==> src/dtc_pkg.sv <==
// Package: register map, field layout, reset values and timing for the dual timer/counter
//
// Functional notes
// - Count input passes only when run set and gating clear or gate pin high; timer 1 ignores its run bit while timer 0 is in mode 3.
// - Wrap from all ones to zero sets the overflow flag, requesting interrupt.
// - Mode 0 is 13-bit: 5-bit divide-by-32 prescaler carries into high byte.
// - Mode 0 upper three low-byte bits are ignored by counting logic.
// - Setting run bit keeps count registers; counting resumes from held value.
// - Gating bits sit at mode register bit 7 (timer 1) and bit 3 (timer 0).
// - Mode 1 cascades low and high bytes into one 16-bit counter.
// - Mode 2 counts low byte, reloads from high byte on overflow, sets flag.
// - Mode 2 high byte writable any time; new value used at next reload.
// - Overflow flag clears in hardware when processor vectors to the timer routine.
// - Mode 3 timer 0 low byte is an 8-bit counter with timer 0 controls.
// - Mode 3 timer 0 high byte counts cycles, runs on run bit 1, sets flag 1.
// - Timer 1 in mode 3 halts and holds its count.
// - Timer 0 uses mode register bits 3..0 and control bits 0, 1, 4, 5.
// - Timer 1 uses mode register bits 7..4 and control bits 2, 3, 6, 7.
// - Timer 1 overflow is offered as baud clock for the serial port.
// - Timer 1 mode 2 reloads low from high, sets flag, keeps high byte.
// - Overflow interrupts only when timer enable and global enable both set.
// - Timer operation increments once per peripheral cycle of six clocks.
// - Counter pin sampled once per peripheral cycle; high then low increments.
// - Source select 0 picks internal cycles, 1 picks external pin falling edges.
package dtc_pkg;

   // ****************************************************************
   // Register addresses
   // ****************************************************************
   localparam logic [3:0] ADDR_MODE = 4'h0;
   localparam logic [3:0] ADDR_CTRL = 4'h1;
   localparam logic [3:0] ADDR_CNT0_LO = 4'h2;
   localparam logic [3:0] ADDR_CNT0_HI = 4'h3;
   localparam logic [3:0] ADDR_CNT1_LO = 4'h4;
   localparam logic [3:0] ADDR_CNT1_HI = 4'h5;
   localparam logic [3:0] ADDR_IRQ_EN = 4'h6;

   // ****************************************************************
   // Field positions
   // ****************************************************************
   localparam int MODE_T1_BASE = 4;
   localparam int MODE_T0_BASE = 0;
   localparam int FLD_GATE = 3;
   localparam int FLD_SRC = 2;
   localparam int FLD_MODE_HI = 1;
   localparam int FLD_MODE_LO = 0;
   localparam int CTRL_OVF1 = 7;
   localparam int CTRL_RUN1 = 6;
   localparam int CTRL_OVF0 = 5;
   localparam int CTRL_RUN0 = 4;
   localparam int CTRL_EXT_FLAG1 = 3;
   localparam int CTRL_EXT_TYPE1 = 2;
   localparam int CTRL_EXT_FLAG0 = 1;
   localparam int CTRL_EXT_TYPE0 = 0;
   localparam int IRQ_EN_GLOBAL = 2;
   localparam int IRQ_EN_T1 = 1;
   localparam int IRQ_EN_T0 = 0;

   // ****************************************************************
   // Reset values and widths
   // ****************************************************************
   localparam logic [7:0] RST_BYTE = 8'h00;
   localparam int PRESCALE_BITS = 5;
   localparam logic [4:0] PRESCALE_MAX = 5'h1f;

   // ****************************************************************
   // Timing
   // ****************************************************************
   localparam int CLK_PERIOD_NS = 25;
   localparam int PER_CYCLE_NS = 150;
   localparam int PER_CYCLE_CLKS = (PER_CYCLE_NS + CLK_PERIOD_NS - 1) / CLK_PERIOD_NS;
   localparam logic [2:0] PHASE_LAST = 3'(PER_CYCLE_CLKS - 1);

   // ****************************************************************
   // Types
   // ****************************************************************
   typedef enum logic [1:0]
   {
      DTC_MODE13,
      DTC_MODE16,
      DTC_MODE8R,
      DTC_MODE3
   } dtc_mode_t;

   typedef struct packed
   {
      logic gate;
      logic src;
      logic [1:0] mode;
   } dtc_cfg_t;

   typedef struct packed
   {
      logic [3:0] addr;
      logic [7:0] wdata;
      logic wr;
      logic rd;
   } dtc_bus_req_t;

endpackage

==> src/dtc_top.sv <==
// Dual timer/counter with mode, control, count and enable registers
//
// The address map and the strobed register port are this design's own decisions.
`timescale 1ns/1ps
`default_nettype none
module dtc_top
(
   input wire logic ref_clk_in,
   input wire logic sys_rst_in,
   input wire dtc_pkg::dtc_bus_req_t bus_req_in,
   output logic [7:0] bus_rdata_out,
   input wire logic [1:0] count_pin_in,
   input wire logic ext_gate_pin_0_in,
   input wire logic ext_gate_pin_1_in,
   input wire logic [1:0] irq_vector_ack_in,
   output logic [1:0] timer_irq_out,
   output logic baud_tick_out
);
   import dtc_pkg::*;

   // ****************************************************************
   // State
   // ****************************************************************
   logic [7:0] timer_mode_reg_q;
   logic [7:0] timer_control_reg_q;
   logic [7:0] irq_en_q;
   logic [7:0] lo_q [2];
   logic [7:0] hi_q [2];
   logic [2:0] phase_q;
   logic [1:0] pin_smp_q;
   logic [7:0] rdata_q;
   logic [1:0] irq_q;
   logic baud_q;

   logic per_tick;
   logic [1:0] gate_pin;
   logic [1:0] ovf;
   logic hi3_ovf;
   logic [1:0] ovf_clr;
   logic t0_mode3;
   dtc_cfg_t cfg [2];
   logic [1:0] run;
   logic [1:0] inc;

   assign gate_pin = {ext_gate_pin_1_in, ext_gate_pin_0_in};
   assign cfg[0] = dtc_cfg_t'(timer_mode_reg_q[MODE_T0_BASE +: 4]);
   assign cfg[1] = dtc_cfg_t'(timer_mode_reg_q[MODE_T1_BASE +: 4]);
   assign run[0] = timer_control_reg_q[CTRL_RUN0];
   assign run[1] = timer_control_reg_q[CTRL_RUN1];
   assign t0_mode3 = (cfg[0].mode == 2'(DTC_MODE3));

   // ****************************************************************
   // Peripheral cycle phase
   // ****************************************************************
   // six-clock peripheral cycle
   always_ff @(posedge ref_clk_in)
   begin
      if (sys_rst_in)
         phase_q <= 3'h0;
      else if (phase_q == PHASE_LAST)
         phase_q <= 3'h0;
      else
         phase_q <= phase_q + 3'h1;
   end
   assign per_tick = (phase_q == PHASE_LAST);

   always_ff @(posedge ref_clk_in)
   begin
      if (sys_rst_in)
         pin_smp_q <= 2'h0;
      else if (per_tick)
         pin_smp_q <= count_pin_in;
   end

   // ****************************************************************
   // Per-timer count enable and counting
   // ****************************************************************
   genvar gi;
   generate
      for (gi = 0; gi < 2; gi++)
      begin : g_tmr
         logic src_evt;
         logic run_eff;
         assign src_evt = per_tick &
            (cfg[gi].src ? (pin_smp_q[gi] & ~count_pin_in[gi]) : 1'b1);
         // Timer 1 run bit belongs to timer 0 high byte in split mode
         assign run_eff = (gi == 1 && t0_mode3) ? 1'b1 : run[gi];
         assign inc[gi] = src_evt & run_eff & (~cfg[gi].gate | gate_pin[gi]);
      end
   endgenerate

   // Overflow detection per mode
   always_comb
   begin
      for (int i = 0; i < 2; i++)
      begin
         unique case (cfg[i].mode)
            2'(DTC_MODE13): ovf[i] = inc[i] & (lo_q[i][4:0] == PRESCALE_MAX) & (&hi_q[i]);
            2'(DTC_MODE16): ovf[i] = inc[i] & (&lo_q[i]) & (&hi_q[i]);
            2'(DTC_MODE8R): ovf[i] = inc[i] & (&lo_q[i]);
            // timer 1 holds in mode 3
            2'(DTC_MODE3): ovf[i] = (i == 0) ? (inc[i] & (&lo_q[i])) : 1'b0;
         endcase
      end
   end

   // high byte counts cycles on run bit 1
   assign hi3_ovf = t0_mode3 & per_tick & run[1] & (&hi_q[0]);

   assign ovf_clr = irq_vector_ack_in;

   // Count byte update with software writes taking priority
   always_ff @(posedge ref_clk_in)
   begin
      if (sys_rst_in)
      begin
         lo_q[0] <= RST_BYTE;
         lo_q[1] <= RST_BYTE;
         hi_q[0] <= RST_BYTE;
         hi_q[1] <= RST_BYTE;
      end
      else
      begin
         for (int i = 0; i < 2; i++)
         begin
            if (inc[i])
            begin
               unique case (cfg[i].mode)
                  2'(DTC_MODE13):
                  begin
                     lo_q[i][4:0] <= lo_q[i][4:0] + 5'h01;
                     if (lo_q[i][4:0] == PRESCALE_MAX)
                        hi_q[i] <= hi_q[i] + 8'h01;
                  end
                  2'(DTC_MODE16):
                  begin
                     lo_q[i] <= lo_q[i] + 8'h01;
                     if (&lo_q[i])
                        hi_q[i] <= hi_q[i] + 8'h01;
                  end
                  // timer 1 reload keeps high byte
                  2'(DTC_MODE8R):
                     lo_q[i] <= (&lo_q[i]) ? hi_q[i] : lo_q[i] + 8'h01;
                  2'(DTC_MODE3):
                     if (i == 0)
                        lo_q[i] <= lo_q[i] + 8'h01;
               endcase
            end
            if (i == 0 && t0_mode3 && per_tick && run[1])
               hi_q[0] <= hi_q[0] + 8'h01;
         end
         if (bus_req_in.wr)
         begin
            unique case (bus_req_in.addr)
               ADDR_CNT0_LO: lo_q[0] <= bus_req_in.wdata;
               ADDR_CNT0_HI: hi_q[0] <= bus_req_in.wdata;
               ADDR_CNT1_LO: lo_q[1] <= bus_req_in.wdata;
               ADDR_CNT1_HI: hi_q[1] <= bus_req_in.wdata;
               default: ;
            endcase
         end
      end
   end

   // ****************************************************************
   // Mode, enable and control registers
   // ****************************************************************
   // Mode register write
   always_ff @(posedge ref_clk_in)
   begin
      if (sys_rst_in)
         timer_mode_reg_q <= RST_BYTE;
      else if (bus_req_in.wr && bus_req_in.addr == ADDR_MODE)
         timer_mode_reg_q <= bus_req_in.wdata;
   end

   // Interrupt enable register write
   always_ff @(posedge ref_clk_in)
   begin
      if (sys_rst_in)
         irq_en_q <= RST_BYTE;
      else if (bus_req_in.wr && bus_req_in.addr == ADDR_IRQ_EN)
         irq_en_q <= {5'h00, bus_req_in.wdata[2:0]};
   end

   // Control register: software write, then clears, then sets win
   always_ff @(posedge ref_clk_in)
   begin
      if (sys_rst_in)
         timer_control_reg_q <= RST_BYTE;
      else
      begin
         // Later assignments override earlier ones
         if (bus_req_in.wr && bus_req_in.addr == ADDR_CTRL)
            timer_control_reg_q <= bus_req_in.wdata;
         if (ovf_clr[0])
            timer_control_reg_q[CTRL_OVF0] <= 1'b0;
         if (ovf_clr[1])
            timer_control_reg_q[CTRL_OVF1] <= 1'b0;
         // set on wrap, set beats clear
         if (ovf[0])
            timer_control_reg_q[CTRL_OVF0] <= 1'b1;
         // split high byte sets flag 1
         if (ovf[1] || hi3_ovf)
            timer_control_reg_q[CTRL_OVF1] <= 1'b1;
      end
   end

   // ****************************************************************
   // Outputs
   // ****************************************************************
   // timer and global enable gating
   always_ff @(posedge ref_clk_in)
   begin
      if (sys_rst_in)
         irq_q <= 2'h0;
      else
      begin
         irq_q[0] <= timer_control_reg_q[CTRL_OVF0] & irq_en_q[IRQ_EN_T0] &
            irq_en_q[IRQ_EN_GLOBAL];
         irq_q[1] <= timer_control_reg_q[CTRL_OVF1] & irq_en_q[IRQ_EN_T1] &
            irq_en_q[IRQ_EN_GLOBAL];
      end
   end

   // timer 1 overflow as baud tick
   always_ff @(posedge ref_clk_in)
   begin
      if (sys_rst_in)
         baud_q <= 1'b0;
      else
         baud_q <= ovf[1];
   end

   // Read data, one cycle after read strobe
   always_ff @(posedge ref_clk_in)
   begin
      if (sys_rst_in)
         rdata_q <= RST_BYTE;
      else if (bus_req_in.rd)
      begin
         unique case (bus_req_in.addr)
            ADDR_MODE: rdata_q <= timer_mode_reg_q;
            ADDR_CTRL: rdata_q <= timer_control_reg_q;
            ADDR_CNT0_LO: rdata_q <= lo_q[0];
            ADDR_CNT0_HI: rdata_q <= hi_q[0];
            ADDR_CNT1_LO: rdata_q <= lo_q[1];
            ADDR_CNT1_HI: rdata_q <= hi_q[1];
            ADDR_IRQ_EN: rdata_q <= irq_en_q;
            default: rdata_q <= RST_BYTE;
         endcase
      end
      else
         rdata_q <= RST_BYTE;
   end

   assign bus_rdata_out = rdata_q;
   assign timer_irq_out = irq_q;
   assign baud_tick_out = baud_q;

endmodule
`default_nettype wire

==> config.mk <==
export PLATFORM = sky130hd
export DESIGN_NAME = dtc_top
export DESIGN_NICKNAME = d
export VERILOG_FILES = /design/src/dtc_pkg.sv /design/src/dtc_top.sv
export SDC_FILE = /design/constraint.sdc
export NUM_CORES = 1
export LEC_CHECK = 0
export ABC_AREA = 1
export BUFFER_PORTS_ARGS = -buffer_cell sky130_fd_sc_hd__buf_2
export CORE_MARGIN = 4
export CORE_UTILIZATION = 55
export CTS_CLUSTER_SIZE = 40
export DETAILED_ROUTE_END_ITERATION = 10
export PLACE_DENSITY = 0.83
export REMOVE_ABC_BUFFERS = 1
export SLEW_MARGIN = 0
export SYNTH_ARGS = -nofsm -noshare
export SYNTH_HDL_FRONTEND = slang
export SYNTH_SLANG_ARGS = --single-unit
==> constraint.sdc <==
create_clock -name ref_clk_in -period 2.4 [get_ports ref_clk_in]
set_input_delay 0.24 -clock ref_clk_in [delete_from_list [all_inputs] [get_ports ref_clk_in]]
set_output_delay 0.24 -clock ref_clk_in [all_outputs]
set_load 0.01 [all_outputs]
== Word-level counts from Yosys, hierarchy flattened ==
Memory sizes are Yosys's and may differ from the RTL's.
Cells that the tools add are included.
Word-level totals
  flip-flop bits (word level): 35
  output and inout bits: 11
  memories kept: 2
  logic and storage cells: 210
  bits of input ports: 22
  bits in writable memories: 32
Memory list
  hi_q: words 2, bits a word 8, rd ports 2, clocked after memory_dff 0, wr ports 2, line dtc_top.sv:28  | logic [7:0] hi_q [2];
  lo_q: words 2, bits a word 8, rd ports 2, clocked after memory_dff 0, wr ports 2, line dtc_top.sv:27  | logic [7:0] lo_q [2];
Operators by class
  equal/unequal tests: 15
  add/sub/neg operators: 7
  mux-type cells: 105
  reduce and logical (&&, ||, !) cells: 18
  bitwise logic cells: 53
Operators with widths (count)
  2-to-1 mux 8 bit: 10
  2-to-1 mux 1 bit: 76
  one-hot mux 8 bit (7 select lines): 1
  2-to-1 mux 5 bit: 9
  adder 8 x 1 -> 8 bit (second input constant): 4
  AND reduction 8 bit: 4
  bitwise OR 1 bit: 25
  AND 1 bit: 23
  2-to-1 mux 3 bit: 7
  equality test 4 x 3 -> 1 bit (second input constant): 3
  adder 5 x 1 -> 5 bit (second input constant): 2
  equality test 5 bit (second input constant): 2
  equality test 2 bit (second input constant): 4
  equality test 4 x 2 -> 1 bit (second input constant): 2
  nonzero test 3 bit: 2
  OR reduction 2 bit: 3
  logical AND 1 bit: 5
  inverter 1 bit: 5
  equality test 2 x 1 -> 1 bit (second input constant): 2
  equality test 4 x 1 -> 1 bit (second input constant): 1
  zero test 2 bit: 2
  zero test 4 bit: 1
  one-hot mux 1 bit (4 select lines): 1
  adder 3 x 1 -> 3 bit (second input constant): 1
  3 further kinds: 3

== Depth between registers and ports, before layout ==
Gate-level depths: netlist (run 1).
  depth after elaboration: 14
  gate-level depth with buffers: 13
  depth with buffers taken out: 13

== Least setup slack after synthesis (run 1) ==
OpenSTA, ideal clock, no wires.
  kind: reg2reg
  start: memory lo_q[1][0]
  end: memory hi_q[1][0] (enable)
  library setup time: 0.327 ns
  cell stages (with the launch flop): 9
  buffers on the path: 0
  arrival: 1.544 ns
  clock period less this slack: 1.871 ns
  slack: 0.529 ns
  required time: 2.073 ns
  path through: edfxtp_1 -> ha_1 -> nand3_1 -> inv_1 -> ha_1 -> nand3_1 -> nand2_1 -> inv_1 -> nand3_1
RTL lines (line)
  from (decl): dtc_top.sv:27
  to (decl): dtc_top.sv:28

==> reports/results.tsv, run 1 <==
metric	value	unit
maxCapViolCount	0	
relSlewSlack	64.6	%
ys_seq_elements	67	
final_cells	734	
holdPathStages	3	
clk_pin_slew	0.07	ns
vias	4135	
met2_usage	43.1	%
drc	0	
place_area	4440	um^2
start_kind	flip-flop	
post_drt_wl_per_cell	16.4	um
power_leakage	2.20	nW
cts_hold_buf	0	
grt_pass1_wl	19100	um
whs	0.174	ns
drive_gt1_share	13.1	%
status	finished clean	
dp_slack	0.223	ns
busiest_layer	met2	
hp-class	in2reg	
finalMaxSlewViolations	0	
io_buffers	32	
yosys.cell_count.top_type	nand2_1	
r2r_end	hi_q[1][6]	
hold_viol_final	0	
htree_levels	3	
area_growth	11.8	%
synth_top_area_share	23.1	%
grt-ovfl-total	0	
via_per_inst	5.63	
fmax	458	MHz
cts_resized	0	
cts_root_buf	clkbuf_8	
clk_path_buf_depth	2	
die_w	95.0	um
grt_usage	28.3	%
synth.cell_area	4170	um^2
synth_flop_cell	dfxtp_1	
crit_path_end_kind	flip-flop	
wl	12000	um
cts_buffers	9	
path_buf_inv	2	
final_net_count	660	
avgSynthCellArea	7.06	um^2
grt_use_met3	5.84	%
grt_max_degree	18	
dp_hpwl	8930	um
rows	31	
p_per_area	540	nW/um^2
globalRouteMet1Util	38.4	%
path_delay_family	simple AND/OR/NAND/NOR gates	
die_y	95.0	um
finalInstanceArea	4660	um^2
path_cells	ha_1 -> nand3_1 -> inv_1 -> ha_1 -> nand3_1 -> nand2_1 -> inv_1 -> nand3_1	
yosys_warnings	0	
start_util	57.1	%
fin_ws	0.217	ns
rsz0062_at_grt	false	
grt_pass1_vias	3788	
crit_required	2.38	ns
firstDrtPassIters	5	
yosysUniqueCellTypes	34	
hp-start	count_pin_in[1]	
regToRegSetupSlack	0.22	ns
crit_arrival	2.17	ns
finalClockSkew	0.00961	ns
numClockSinks	67	
post-route-period-util	90.9	%
ios	33	
fp.coreArea	7290	um^2
synth_area_leaders	edfxtp_1 (23%), dfxtp_1 (17%), nand2_1 (16%), inv_1 (7.1%), nand3_1 (5.2%)	
fin_setup_tns	0	ns
synth_cells	590	
r2r_cells	8	
path_max_fanout	8	
final_util	63.9	%
max_stage_delay	0.42	ns
drt_iter0_drc	503	
die-area	9030	um^2
synth_top_cell_by_area	edfxtp_1	
fillers	668	
place_congestion	0.997	
period_needed	2.18	ns
cts_tree	yes	
post_cts_buffers	0	
slowest_stage	edfxtp_1	
finalSetupViolCount	0	
synth-edff-count	32	
holdPathEnd	pin_smp_q[1]	
antenna_found_initial	0	
r2r-start	lo_q[1][0]	
critPathMostFrequentCell	nand3_1	
power.total	2.51	mW
synthTopCellsByCount	nand2_1 (177), inv_1 (79), nor2_1 (45)	
async_reset_ff_share	0	%
n_antenna_cell	0	
clock_latency	0.35	ns
irDropWorstVdd	291	uV
worstSetupPathType	reg2reg	
tightest_slew	0.531	ns
placed_cells	718	
ys_seq_area_share	39.9	%
drtAntennaViolNets	0	
[flip-flops by register name, summed over array words and instances, names as in the netlist]
name	count
hi_q	16
lo_q	16
bus_rdata_out	8
timer_control_reg_q	8
timer_mode_reg_q	8
irq_en_q	3
phase_q	3
pin_smp_q	2
timer_irq_out	2
baud_tick_out	1
[routing by layer]
metal,vias to the layer above,wire length (um)
li1,2017,-
met1,1842,4920
met2,238,5320
met5,-,0
met4,0,481
met3,38,1320
[report_power, final]
part / switching, mW / internal (mW)
Clock: 0.452 / 0.558
Combinational: 0.166 / 0.0701
Sequential: 0.0351 / 1.23
Total: 0.653 / 1.86
[worst max-delay path by stage]
stage | from | endpoint | slack (ns) | cells after the start
after floorplan | lo_q[1][0] | hi_q[1][0] | 0.51 | 8
final | lo_q[1][0] | hi_q[1][6] | 0.22 | 8
after global routing | lo_q[0][0] | hi_q[0][6] | 0.02 | 9
after detailed placement | lo_q[1][0] | hi_q[1][2] | 0.22 | 8
after CTS | lo_q[1][0] | hi_q[1][6] | 0.21 | 8
after global placement | lo_q[1][0] | hi_q[1][0] | 0.33 | 8
[cell type report]
| type | count | area, um^2 | share of cell area [%] |
|---|---|---|---|
| inverter | 85 | 319 | 6.85 |
| tap | 99 | 124 | 2.66 |
| timing repair buffer | 36 | 190 | 4.08 |
| clock inverter | 2 | 11.3 | 0.242 |
| multi-input combinational | 431 | 2150 | 46.1 |
| sequential | 67 | 1660 | 35.7 |
| clock buffer | 14 | 205 | 4.41 |
[cell usage in the layout, fill, tap and decap left out, drive strengths merged, types with 3 or more instances in the layout]
cell / instances
o22ai: 14
dfxtp: 35
edfxtp: 32
nand3: 43
ha: 8
nand2: 189
inv: 86
o211ai: 6
a21oi: 32
nor3: 15
nor2: 54
xor2: 9
nand4: 7
clkbuf: 14
nor4: 3
buf: 36
o21ai: 43
[cell families after synthesis]
kind of cell | synth area share [%]
AND/OR/NAND/NOR | 33.6
AO/OA/AOI/OAI | 13.2
buffers and inverters | 8.62
flip-flops | 39.9
XOR/XNOR | 2.31
adder cells (fa/ha/maj) | 2.40
[tightest hold or removal path, cell delays in order]
cell and delay [ns]:
buf_2 0.07, inv_1 0.05, a21oi_1 0.12
No activity file was read; power rests on OpenSTA's default activity.
==> run 2: changes to the inputs <==
--- a/config.mk
+++ b/config.mk
@@ -5,7 +5,6 @@
 export SDC_FILE = /design/constraint.sdc
 export NUM_CORES = 1
 export LEC_CHECK = 0
-export ABC_AREA = 1
 export BUFFER_PORTS_ARGS = -buffer_cell sky130_fd_sc_hd__buf_2
 export CORE_MARGIN = 4
 export CORE_UTILIZATION = 55
==> reports/results.tsv, run 2 <==
metric	value	unit
cts_root_buf	clkbuf_8	
cts_buffers	9	
power_frac_comb	9.1	%
final_net_count	514	
ios	33	
crit_required	2.49	ns
grt_pass1_vias	3618	
yosysUniqueCellTypes	67	
drtAntennaViolNets	0	
crit_path_end_kind	flip-flop	
drc	0	
synthTopCellsByCount	nor2_1 (52), nand2_1 (41), dfxtp_1 (35)	
max_stage_delay	0.41	ns
finalSetupViolCount	0	
synth_flop_cell	dfxtp_1	
grt_pass1_wl	18400	um
via_per_inst	6.31	
start_util	56.7	%
cts_tree	yes	
hold_viol_final	0	
maxCapViolCount	0	
clk_pin_slew	0.07	ns
place_area	4500	um^2
io_buffers	32	
synth_top_area_share	23.4	%
synth.cell_area	4110	um^2
seq_power_share	48.5	%
fin_ws	0.0676	ns
synth_top_cell_by_area	edfxtp_1	
cts_hold_buf	0	
mostFrequentLayoutCells	nor2_1 (52), nand2_1 (41), dfxtp_1 (35)	
ys_seq_area_share	40.4	%
power_leakage	2.03	nW
layout_commonest_cell	nor2_1	
power.total	2.62	mW
slowest_stage	edfxtp_1	
path_cells	ha_2 -> and3_4 -> ha_2 -> nor2b_2 -> a31o_2 -> a32o_2 -> a311oi_4 -> buf_6 -> a311oi_1	
p_per_area	547	nW/um^2
period_needed	2.33	ns
vias	3711	
rows	31	
post-route-period-util	97.2	%
path_buf_inv	1	
grt-ovfl-total	0	
swShare	23.8	%
clock_latency	0.35	ns
yosys.cell_count.top_type	nor2_1	
antenna_found_initial	0	
async_reset_ff_share	0	%
seqCellArea	1660	um^2
fmax	429	MHz
drt_iter0_drc	341	
irDropWorstVdd	353	uV
post_drt_wl_per_cell	20.0	um
fillers	593	
ys_seq_elements	67	
p_int	2.00	mW
hp-class	in2reg	
start_kind	flip-flop	
numClockSinks	67	
reg_top3	hi_q (16), lo_q (16)	
crit_arrival	2.42	ns
n_antenna_cell	0	
place_congestion	0.962	
dp_hpwl	8520	um
area_growth	16.5	%
htree_levels	3	
path_max_fanout	8	
avgSynthCellArea	9.59	um^2
multi_input_area	2350	um^2
die_y	94.5	um
die-area	8930	um^2
pwr-share-clk	42.4	%
tightest_slew	0.612	ns
drive_gt1_share	23.9	%
dp_slack	-0.0374	ns
synth_cells	429	
finalInstanceArea	4790	um^2
die_w	94.5	um
grt_usage	27.5	%
status	finished clean	
path_delay_family	compound AO/OA/AOI/OAI gates	
clk_path_buf_depth	2	
worstSetupPathType	reg2reg	
finalMaxSlewViolations	0	
firstDrtPassIters	6	
synth_area_leaders	edfxtp_1 (23%), dfxtp_1 (17%), mux2i_1 (8.0%), nor2_1 (4.7%), nand2_1 (3.7%)	
grt_max_degree	18	
finalClockSkew	0.00678	ns
fin_setup_tns	0	ns
yosys_warnings	0	
critPathMostFrequentCell	ha_2	
wl	11800	um
fp.coreArea	7250	um^2
relSlewSlack	59.1	%
switchingPower	0.624	mW
synth-edff-count	32	
-- run 2: cell types whose count changed in the layout (fill, tap and decap cells not counted), moves of 14 or more --
cell	previous run	this run
nand2_1	177	41
nand3_1	43	22
mux2i_1	0	33
inv_1	79	7
buf_4	4	29
o22ai_1	14	0
a21oi_1	31	11
-- run 2: cell families after synthesis --
| family | Yosys count | share of synthesized area [%] |
|---|---|---|
| simple gates | 178 | 22.5 |
| mux | 43 | 11.6 |
| fa+ha+maj | 8 | 2.43 |
| buf+inv | 25 | 2.77 |
| flops | 67 | 40.4 |
| xor+xnor | 21 | 4.47 |
| compound gates | 87 | 15.9 |
-- run 2: cell type report --
cell class,instances,area share (%)
Clock buffer,12,3.47
Clock inverter,4,1.46
Inverter,7,0.548
Multi-Input combinational cell,337,49.1
Sequential cell,67,34.7
Tap cell,99,2.58
Timing Repair Buffer,62,8.12
-- run 2: worst min-delay path, delay by kind of cell --
| kind | cells | cell delay, ns |
|---|---|---|
| AOI/OAI and AO/OA | 1 | 0.05 |
| and+or+nand+nor | 1 | 0.05 |
| buffers and inverters | 1 | 0.10 |
-- run 2: path summary, 6_finish.rpt --
kind	startpoint	to	slack (ns)	depth (start not counted)
worst min-delay path	count_pin_in[1]	pin_smp_q[1]	0.15	3
worst max-delay path	lo_q[0][0]	hi_q[0][7]	0.07	9
worst max register to register	lo_q[0][0]	hi_q[0][7]	0.07	9
worst min register to register	pin_smp_q[1]	pin_smp_q[1]	0.46	2
-- run 2: metal layers --
| layer | part of all wire, % | up-vias | track usage (%) |
|---|---|---|---|
| met5 | 0 | - | 0 |
| met4 | 4.5 | 0 | 14.8 |
| met3 | 9.4 | 55 | 6.45 |
| met2 | 48 | 207 | 44.8 |
| met1 | 38 | 1764 | 33.6 |
| li1 | - | 1685 | - |
-- run 2: power by group through the flow --
stage / Sequential, mW / Combinational, mW / Clock (mW)
floorplan: 1.28 / 0.117 / 0
global placement: 1.29 / 0.222 / 0
detailed placement: 1.30 / 0.228 / 0
CTS: 1.27 / 0.230 / 1.12
global route: 1.28 / 0.256 / 1.17
finish: 1.27 / 0.239 / 1.11
-- run 2: stage by stage --
step	hold slack [ns]	cells	utilization, %
2_1_floorplan	0.309	411	-
3_3_place_gp	0.440	567	62.0
3_5_place_dp	0.449	567	62.0
5_1_grt	0.156	588	66.1
6_report	0.146	588	66.1
4_1_cts	0.138	583	65.4
-- run 2: timing repair --
item | in CTS | in global routing
buffers inserted | 0 | 5
resized for setup | 3 | 4
setup endpoints to repair | 8 | 26
pin swaps | 1 | 6
gates cloned | 0 | 0
